--- config.mk ---
export PLATFORM = sky130hd
export DESIGN_NAME = dpsc_top
export DESIGN_NICKNAME = d
export VERILOG_FILES = /design/src/core/dpsc_pkg.sv /design/src/core/dpsc_edge.sv /design/src/core/dpsc_sync.sv /design/src/core/dpsc_top.sv
export VERILOG_INCLUDE_DIRS = /design/src /design/src/core
export SDC_FILE = /design/constraint.sdc
export NUM_CORES = 1
export LEC_CHECK = 0
export ABC_CLOCK_PERIOD_IN_PS = 1700
export BUFFER_PORTS_ARGS = -buffer_cell sky130_fd_sc_hd__buf_2
export CORE_MARGIN = 2
export CORE_UTILIZATION = 45
export DETAILED_ROUTE_END_ITERATION = 10
export PLACE_DENSITY_LB_ADDON = 0.08
export SKIP_LAST_GASP = 1
export SLEW_MARGIN = 0
export SYNTH_ARGS = -nofsm -noshare
export SYNTH_HDL_FRONTEND = slang
export SYNTH_SLANG_ARGS = --single-unit
--- constraint.sdc ---
create_clock -name MCLK -period 1.7 [get_ports MCLK]
set_input_delay 0.17 -clock MCLK [delete_from_list [all_inputs] [get_ports MCLK]]
set_output_delay 0.17 -clock MCLK [all_outputs]
set_load 0.02 [all_outputs]
--- src/core/dpsc_map.svh ---
`ifndef DPSC_MAP_SVH
`define DPSC_MAP_SVH

`define DPSC_OFS_RESET_REQ   8'h08
`define DPSC_OFS_SYS_CTRL    8'h0A
`define DPSC_OFS_SYS_STATUS  8'h0B
`define DPSC_OFS_CRC_STATUS  8'h0C

`define DPSC_RST_SIGNATURE   8'h59
`define DPSC_RST_RUN         8'h00

`define DPSC_CTRL_SYS_CLOCK_REQUEST_BIT 0
`define DPSC_CTRL_UDONE_BIT  1

`define DPSC_STAT_LOCK_BIT   0
`define DPSC_STAT_UPROG_BIT  2
`define DPSC_STAT_NPROG_BIT  3
`define DPSC_STAT_SLEEP_BIT  4
`define DPSC_STAT_SYSTEM_RESET_ACTIVE_BIT 5
`define DPSC_STAT_EFAIL_BIT  6

`define DPSC_STATUS_RESET    8'h01
`define DPSC_CRC_RESET       3'h0
`define DPSC_CRC_OFF         3'h0
`define DPSC_CRC_BUSY        3'h1
`define DPSC_CRC_OK          3'h2
`define DPSC_CRC_FAIL        3'h4
`endif

--- src/core/dpsc_pkg.sv ---
package dpsc_pkg;
  typedef struct packed {
    logic       wr;
    logic       rd;
    logic [7:0] addr;
    logic [7:0] wdata;
  } dpsc_req_t;

  typedef struct packed {
    logic       rvalid;
    logic [7:0] rdata;
  } dpsc_rsp_t;

  typedef struct packed {
    logic       dbg_en;
    logic       erase_fail;
    logic       reset_active;
    logic       in_sleep;
    logic       nvm_ready;
    logic       urow_ready;
    logic       locked;
    logic       urow_key;
    logic       staged;
    logic [2:0] crc;
  } dpsc_sys_t;

  typedef enum logic [2:0] {
    DPSC_ST_IDLE  = 3'b001,
    DPSC_ST_START = 3'b010,
    DPSC_ST_HOLD  = 3'b100
  } dpsc_state_t;
endpackage : dpsc_pkg

--- src/core/dpsc_edge.sv ---
`timescale 1ns/1ps
`default_nettype none
module dpsc_edge #(
  parameter int WIDTH = 1
) (
  input  wire logic             MCLK,
  input  wire logic             RST_N,
  input  wire logic [WIDTH-1:0] D,
  output logic      [WIDTH-1:0] RISE
);
  logic [WIDTH-1:0] prev_ff;

  for (genvar i = 0; i < WIDTH; i++) begin : g_bit
    always_ff @(posedge MCLK or negedge RST_N) begin
      if (!RST_N) begin
        prev_ff[i] <= 1'b0;
      end else begin
        prev_ff[i] <= D[i];
      end
    end
    assign RISE[i] = D[i] & ~prev_ff[i];
  end
endmodule : dpsc_edge
`default_nettype wire

--- src/core/dpsc_sync.sv ---
`timescale 1ns/1ps
`default_nettype none
module dpsc_sync #(
  parameter int              WIDTH   = 1,
  parameter logic [WIDTH-1:0] RST_VAL = '0
) (
  input  wire logic             MCLK,
  input  wire logic             RST_N,
  input  wire logic [WIDTH-1:0] D,
  output logic      [WIDTH-1:0] Q
);
  logic [WIDTH-1:0] meta_ff;

  for (genvar i = 0; i < WIDTH; i++) begin : g_bit
    always_ff @(posedge MCLK or negedge RST_N) begin
      if (!RST_N) begin
        meta_ff[i] <= RST_VAL[i];
        Q[i]       <= RST_VAL[i];
      end else begin
        meta_ff[i] <= D[i];
        Q[i]       <= meta_ff[i];
      end
    end
  end
endmodule : dpsc_sync
`default_nettype wire

--- src/core/dpsc_top.sv ---
`timescale 1ns/1ps
`default_nettype none
`include "dpsc_map.svh"
module dpsc_top
  import dpsc_pkg::*;
(
  input  wire logic      MCLK,
  input  wire logic      RST_N,
  input  wire dpsc_req_t REQ,
  output var  dpsc_rsp_t RSP,
  input  wire dpsc_sys_t SYS_IN,
  output logic           SYS_CLK_REQ,
  output logic           SYS_RESET_REQ,
  output logic           UROW_START,
  output logic           UROW_STAGED
);

  // The lock input syncs out of reset as locked, so the status never
  // shows an unlocked device before the real lock state arrives.
  localparam dpsc_sys_t SYS_RST_VAL = '{
    dbg_en:       1'b0,
    erase_fail:   1'b0,
    reset_active: 1'b0,
    in_sleep:     1'b0,
    nvm_ready:    1'b0,
    urow_ready:   1'b0,
    locked:       1'b1,
    urow_key:     1'b0,
    staged:       1'b0,
    crc:          `DPSC_CRC_RESET
  };

  dpsc_sys_t   sys_s;
  logic [1:0]  rise;
  logic        dbg_en_rise;
  logic        erase_fail_rise;

  logic [7:0]  rst_req_ff;
  logic        rst_hold_ff;
  logic        clk_req_ff;
  logic        erase_failed_ff;
  logic        sys_rst_seen_ff;
  logic        locked_ff;
  logic        in_sleep_ff;
  logic        nvm_allowed_ff;
  logic        urow_allowed_ff;
  logic [2:0]  crc_ff;
  logic [2:0]  crc_prev_ff;
  logic        staged_ff;
  dpsc_state_t state_ff;
  dpsc_state_t nxt_state;
  logic        urow_start_ff;
  logic [7:0]  rdata_ff;
  logic        rvalid_ff;
  logic [7:0]  nxt_rdata;

  logic        wr_rst_req;
  logic        wr_ctrl;
  logic        rd_status;
  logic        reset_in_system;
  logic        udone_accept;
  logic        crc_legal;
  logic [7:0]  status_word;
  logic [7:0]  ctrl_word;

  // All system-side levels are asynchronous to the debug clock.
  dpsc_sync #(
    .WIDTH   ($bits(dpsc_sys_t)),
    .RST_VAL (SYS_RST_VAL)
  ) u_sync (
    .MCLK  (MCLK),
    .RST_N (RST_N),
    .D     (SYS_IN),
    .Q     (sys_s)
  );

  dpsc_edge #(
    .WIDTH (2)
  ) u_edge (
    .MCLK  (MCLK),
    .RST_N (RST_N),
    .D     ({sys_s.dbg_en, sys_s.erase_fail}),
    .RISE  (rise)
  );

  assign dbg_en_rise     = rise[1];
  assign erase_fail_rise = rise[0];

  assign wr_rst_req = REQ.wr && (REQ.addr == `DPSC_OFS_RESET_REQ);
  assign wr_ctrl    = REQ.wr && (REQ.addr == `DPSC_OFS_SYS_CTRL);
  assign rd_status  = REQ.rd && (REQ.addr == `DPSC_OFS_SYS_STATUS);

  // Our own held request counts as a system reset even before the
  // system side reports it back through the synchroniser.
  assign reset_in_system = sys_s.reset_active | SYS_RESET_REQ;

  // Reset request register. Reserved values are dropped so that a stray
  // write can neither assert nor release the system reset.
  always_ff @(posedge MCLK or negedge RST_N) begin
    if (!RST_N) begin
      rst_req_ff <= `DPSC_RST_RUN;
    end else if (wr_rst_req) begin
      if (REQ.wdata == `DPSC_RST_SIGNATURE ||
          REQ.wdata == `DPSC_RST_RUN) begin
        rst_req_ff <= REQ.wdata;
      end
    end
  end

  // Only this debug block's reset clears the register, so the system
  // reset it drives never resets the debug side itself.
  // The reset line comes straight from a flop, because a decode of the
  // stored byte could glitch while it changes and fire a false reset.
  always_ff @(posedge MCLK or negedge RST_N) begin
    if (!RST_N) begin
      rst_hold_ff <= 1'b0;
    end else if (wr_rst_req) begin
      if (REQ.wdata == `DPSC_RST_SIGNATURE) begin
        rst_hold_ff <= 1'b1;
      end else if (REQ.wdata == `DPSC_RST_RUN) begin
        rst_hold_ff <= 1'b0;
      end
    end
  end

  assign SYS_RESET_REQ = rst_hold_ff;

  // Clock request: forced on at each enable, dropped while disabled.
  always_ff @(posedge MCLK or negedge RST_N) begin
    if (!RST_N) begin
      clk_req_ff <= 1'b0;
    end else if (!sys_s.dbg_en) begin
      clk_req_ff <= 1'b0;
    end else if (dbg_en_rise) begin
      clk_req_ff <= 1'b1;
    end else if (wr_ctrl) begin
      clk_req_ff <= REQ.wdata[`DPSC_CTRL_SYS_CLOCK_REQUEST_BIT];
    end
  end

  assign SYS_CLK_REQ = clk_req_ff;

  // User-row commit sequencer.
  assign udone_accept = wr_ctrl && REQ.wdata[`DPSC_CTRL_UDONE_BIT]
                        && sys_s.urow_key;

  always_comb begin
    nxt_state = state_ff;
    case (state_ff)
      DPSC_ST_IDLE: begin
        if (udone_accept) begin
          nxt_state = DPSC_ST_START;
        end
      end
      DPSC_ST_START: begin
        nxt_state = DPSC_ST_HOLD;
      end
      DPSC_ST_HOLD: begin
        // Wait for the key to drop so one session gives one commit.
        if (!sys_s.urow_key) begin
          nxt_state = DPSC_ST_IDLE;
        end
      end
      default: begin
        nxt_state = DPSC_ST_IDLE;
      end
    endcase
  end

  always_ff @(posedge MCLK or negedge RST_N) begin
    if (!RST_N) begin
      state_ff <= DPSC_ST_IDLE;
    end else begin
      state_ff <= nxt_state;
    end
  end

  // The start strobe is registered so the Flash side never sees a
  // glitch while two bits of the one-hot state move at once.
  always_ff @(posedge MCLK or negedge RST_N) begin
    if (!RST_N) begin
      urow_start_ff <= 1'b0;
    end else begin
      urow_start_ff <= (nxt_state == DPSC_ST_START);
    end
  end

  assign UROW_START = urow_start_ff;

  // The staged flag is captured with the commit; when it is low the
  // system proceeds without the RAM contents instead of stalling.
  always_ff @(posedge MCLK or negedge RST_N) begin
    if (!RST_N) begin
      staged_ff <= 1'b0;
    end else if (state_ff == DPSC_ST_IDLE && udone_accept) begin
      staged_ff <= sys_s.staged;
    end
  end

  assign UROW_STAGED = staged_ff;

  // Erase failure is sticky; a new failure wins over a reset clear.
  always_ff @(posedge MCLK or negedge RST_N) begin
    if (!RST_N) begin
      erase_failed_ff <= 1'b0;
    end else if (erase_fail_rise) begin
      erase_failed_ff <= 1'b1;
    end else if (reset_in_system) begin
      erase_failed_ff <= 1'b0;
    end
  end

  // Reset-active is held until read; a reset still present on the read
  // cycle keeps it set, so no reset goes unseen.
  always_ff @(posedge MCLK or negedge RST_N) begin
    if (!RST_N) begin
      sys_rst_seen_ff <= 1'b0;
    end else if (reset_in_system) begin
      sys_rst_seen_ff <= 1'b1;
    end else if (rd_status) begin
      sys_rst_seen_ff <= 1'b0;
    end
  end

  // Plain status levels follow the system side, a few cycles late.
  always_ff @(posedge MCLK or negedge RST_N) begin
    if (!RST_N) begin
      in_sleep_ff <= 1'b0;
    end else begin
      in_sleep_ff <= sys_s.in_sleep;
    end
  end

  // Programming permission is only mirrored here; the key decode that
  // grants it lives on the system side.
  always_ff @(posedge MCLK or negedge RST_N) begin
    if (!RST_N) begin
      nvm_allowed_ff <= 1'b0;
    end else begin
      nvm_allowed_ff <= sys_s.nvm_ready;
    end
  end

  always_ff @(posedge MCLK or negedge RST_N) begin
    if (!RST_N) begin
      urow_allowed_ff <= 1'b0;
    end else begin
      urow_allowed_ff <= sys_s.urow_ready;
    end
  end

  // Lock reads one from reset and follows the lock bits after erase.
  always_ff @(posedge MCLK or negedge RST_N) begin
    if (!RST_N) begin
      locked_ff <= 1'b1;
    end else begin
      locked_ff <= sys_s.locked;
    end
  end

  // Only the legal codes, zero and the one-hot codes, are taken; a reserved code seen during
  // a transition holds the previous status instead of showing garbage.
  always_comb begin
    case (sys_s.crc)
      `DPSC_CRC_OFF,
      `DPSC_CRC_BUSY,
      `DPSC_CRC_OK,
      `DPSC_CRC_FAIL: crc_legal = 1'b1;
      default:        crc_legal = 1'b0;
    endcase
  end

  // A change between one-hot codes moves two bits that the synchroniser
  // may catch on different edges, so a code is taken only once two
  // samples agree. This costs one cycle of latency on the status.
  always_ff @(posedge MCLK or negedge RST_N) begin
    if (!RST_N) begin
      crc_prev_ff <= `DPSC_CRC_RESET;
    end else begin
      crc_prev_ff <= sys_s.crc;
    end
  end

  always_ff @(posedge MCLK or negedge RST_N) begin
    if (!RST_N) begin
      crc_ff <= `DPSC_CRC_RESET;
    end else if (crc_legal && (sys_s.crc == crc_prev_ff)) begin
      crc_ff <= sys_s.crc;
    end
  end

  // Read-back words; reserved bits read zero.
  always_comb begin
    status_word = 8'h00;
    status_word[`DPSC_STAT_EFAIL_BIT]  = erase_failed_ff;
    status_word[`DPSC_STAT_SYSTEM_RESET_ACTIVE_BIT] = sys_rst_seen_ff;
    status_word[`DPSC_STAT_SLEEP_BIT]  = in_sleep_ff;
    status_word[`DPSC_STAT_NPROG_BIT]  = nvm_allowed_ff;
    status_word[`DPSC_STAT_UPROG_BIT]  = urow_allowed_ff;
    status_word[`DPSC_STAT_LOCK_BIT]   = locked_ff;
  end

  always_comb begin
    ctrl_word = 8'h00;
    ctrl_word[`DPSC_CTRL_SYS_CLOCK_REQUEST_BIT] = clk_req_ff;
  end

  // Writes to the status and checksum offsets have no decode at all.
  always_comb begin
    case (REQ.addr)
      `DPSC_OFS_RESET_REQ:  nxt_rdata = rst_req_ff;
      `DPSC_OFS_SYS_CTRL:   nxt_rdata = ctrl_word;
      `DPSC_OFS_SYS_STATUS: nxt_rdata = status_word;
      `DPSC_OFS_CRC_STATUS: nxt_rdata = {5'h00, crc_ff};
      default:              nxt_rdata = 8'h00;
    endcase
  end

  // Read data is registered; the value returned is the one from before
  // any clear-on-read taking effect at the same edge.
  always_ff @(posedge MCLK or negedge RST_N) begin
    if (!RST_N) begin
      rdata_ff <= 8'h00;
    end else if (REQ.rd) begin
      rdata_ff <= nxt_rdata;
    end
  end

  always_ff @(posedge MCLK or negedge RST_N) begin
    if (!RST_N) begin
      rvalid_ff <= 1'b0;
    end else begin
      rvalid_ff <= REQ.rd;
    end
  end

  assign RSP.rvalid = rvalid_ff;
  assign RSP.rdata  = rdata_ff;

endmodule : dpsc_top
`default_nettype wire

==> reports/qor.txt <==
outcome - complete, no violations
cell area power density - 984 nW/um^2
clock sinks - 62
# rows - 25
Seq/Total Area, Yosys - 0.717
CTS buffer count - 9
Core Footprint - 4690 um^2
leakage power - 0.00137 uW
Overflow after GRT - 0
CTS tree - done
Hold Violations, Final - 0
Setup-failing EPs final - 0
Flop pwr share - 0.558
layout cell share with drive strength beyond 1 - 0.335
Final Cycle Share - 0.973
Clk pwr share - 0.381
CP Cell Sequence - buf_2 > or4b_4 > or4_4 > nor3_4 > mux2_4
worst path arrival time - 1.86 ns
number of setup buffers added after CTS - 0
H-Tree Level Count - 3
Buf/Inv on CP - 1
fill count - 390
Main synth FF type - dfrtp_1
Post-Syn Area - 2170 um^2
Starting Density - 0.463
slowest stage cell, crit path - or4_4
design area - 2850 um^2
IO Count - 45
Avg Cell Area, Syn - 13.8 um^2
#FFs+latches synth - 62
worst skew pair latency - 0.32 ns
Rel. slew slack - 0.655
DP HPWL - 2.71 mm
area grow syn2layout - 31.0%
Die Wd - 73.5 um
RSZ-0062 raised after global routing - no
CTS root buf - clkbuf_8
clock transition at the registers of the reported paths - 0.06 ns
EDFF count, synth - 0
top cell type's share of synthesized area - 0.668
Layout Nets - 266
initial antenna violation count - 0
cell family with most CP delay - simple AND/OR/NAND/NOR gates
clock tree buffer depth - 2
CP peak stage delay - 0.58 ns
GR Util All Layers - 0.169
first-pass GRT wire length - 6.57 mm
Slew @ Worst Pin - 0.515 ns
Peak Freq - 0.605 GHz
Worst Skew - 0.00403 ns
dpl cell area - 2550 um^2
IO buf count - 44
power share of the combinational group - 0.061
largest net degree at the start of global routing - 63
Starting DRT DRC Count - 70
crit path kind - primary input to flop
final-report max-slew violation count - 0
Distinct cells, synth - 38
number of max-cap violations - 0
Post-synth ARST share - 1.00
internal power - 2180 uW
Cells after Synth - 157
main area contributors after synthesis - dfrtp_1 (67%), dfstp_2 (4.8%), inv_1 (1.9%), o22ai_1 (1.7%), mux2i_1 (1.4%)
top post-synthesis cells by count - dfrtp_1 (58), inv_1 (11), nor2_1 (8)
Worst EP required - 1.91 ns
WL/cell - 13.4 um
die height - 73.5 um
Net Switching - 616 uW
WL final - 3.92 mm
number of global-route vias before repair - 1537
worst-path fanout max - 3
Yosys warnings - 0
crit start category - primary input
DRC viols - 0
Min Clock Period, post-route - 1.65 ns
die area - 5400 um^2
Hold Crit Class - primary input to flop
1st-pass router iterations - 4
Worst Setup End Kind - flop
worst ir drop on vdd - 0.000585 V
diodes inserted - 0
ANT nets after route - 0
GPL Wtd Cong - 0.778
DR vias - 1474
Mapped Nets - 189
total negative slack - 0 ns
vias per cell - 5.03
largest area contributor in the netlist - dfrtp_1
switch share - 0.220
top-count cell post-synth - dfrtp_1
[worst reg2reg max path, delay by kind of cell (launching register included)]
kind	cells	cell delay, ns
AND/OR/NAND/NOR	3	0.54
flip-flops	1	0.38
multiplexers	1	0.31
[layer usage]
layer  global-route usage  part of all wire  up-vias
li1                     -                 -      711
met1                0.177              0.42      727
met2                0.288              0.53       29
met3               0.0494             0.031        7
met4                0.121             0.016        0
met5                    0                 0        -
[power by group through the flow]
stage,Combinational [uW],Sequential (uW),Clock (uW)
6_report,170,1560,1070
4_1_cts,173,1560,1120
3_3_place_gp,147,1590,0
2_1_floorplan,53.9,1580,0
5_1_grt,190,1570,1180
3_5_place_dp,150,1590,0
[registers in the layout, indices dropped and copies added, names as in the netlist, 2 cells and up]
register and flops:
crc_prev_ff 3, rst_req_ff 8, crc_ff 3, u_sync.Q 12, u_edge.prev_ff 2, state_ff 3, u_sync.meta_ff 12, rdata_ff 8
[worst paths after layout]
kind / startpoint / endpoint / slack (ns) / depth (start not counted)
min in group asynchronous: RST_N / u_sync.Q[10]$_DFF_PN0_ / 0.38 / 3
worst max register to register: state_ff[1]$_DFF_PN0_ / UROW_STAGED$_DFFE_PN0P_ / 0.35 / 4
worst max-delay path: REQ[14] / UROW_STAGED$_DFFE_PN0P_ / 0.05 / 5
max in group asynchronous: RST_N / state_ff[0]$_DFF_PN1_ / 1.01 / 3
worst min-delay path: REQ[16] / rvalid_ff$_DFF_PN0_ / 0.09 / 1
worst min register to register: u_sync.meta_ff[3]$_DFF_PN0_ / u_sync.Q[3]$_DFF_PN0_ / 0.35 / 0
[layout by cell type, fill, tap and decap left out, drive strengths merged, types with 3 or more instances in the layout]
cell type / count
buf: 56
nand4: 4
and2: 4
and3: 4
nand3: 4
nand2: 4
dlygate4sd3: 13
dfstp: 4
o22ai: 6
inv: 11
clkbuf: 12
clkinv: 3
nor4: 3
dfrtp: 58
o21ai: 5
a21o: 4
nor3: 5
mux2i: 3
a22oi: 4
nor2: 8
[per-stage QoR]
| step | util | hold slack, ns | setup slack [ns] | cells | power [uW] |
|---|---|---|---|---|---|
| 6_report | 0.606 | 0.0935 | 0.0465 | 293 | 2800 |
| 5_1_grt | 0.606 | 0.0731 | 0.0434 | 293 | 2940 |
| 4_1_cts | 0.606 | 0.0733 | 0.0557 | 293 | 2850 |
| 3_5_place_dp | 0.543 | 0.200 | -0.291 | 264 | 1740 |
| 3_3_place_gp | 0.543 | 0.195 | -0.269 | 264 | 1730 |
| 2_1_floorplan | - | -0.126 | -0.180 | 157 | 1640 |
[logic make-up (layout without fill, tap and decap cells)]
logic type      after synthesis  in the layout  share of synthesized area
buf+inv                      14             96                     0.0259
mux                           5              5                     0.0259
flops                        62             62                      0.717
simple gates                 46             46                      0.134
compound gates               29             29                     0.0933
xor+xnor                      1              1                    0.00403
[cell type report]
class / count / area, um^2 / area share
Multi-Input combinational cell: 81 / 559 / 0.197
Inverter: 11 / 41.3 / 0.0145
Tap cell: 54 / 67.6 / 0.0237
Timing Repair Buffer: 69 / 453 / 0.159
Clock inverter: 4 / 22.5 / 0.00792
Sequential cell: 62 / 1560 / 0.547
Clock buffer: 12 / 145 / 0.0510
[what timing repair did]
action / 4_1_cts / 5_1_grt
hold endpoints to repair: 70 / 0
gates resized for setup: 0 / 0
hold buffers: 13 / 0
Power figures use the tool's default switching activity.
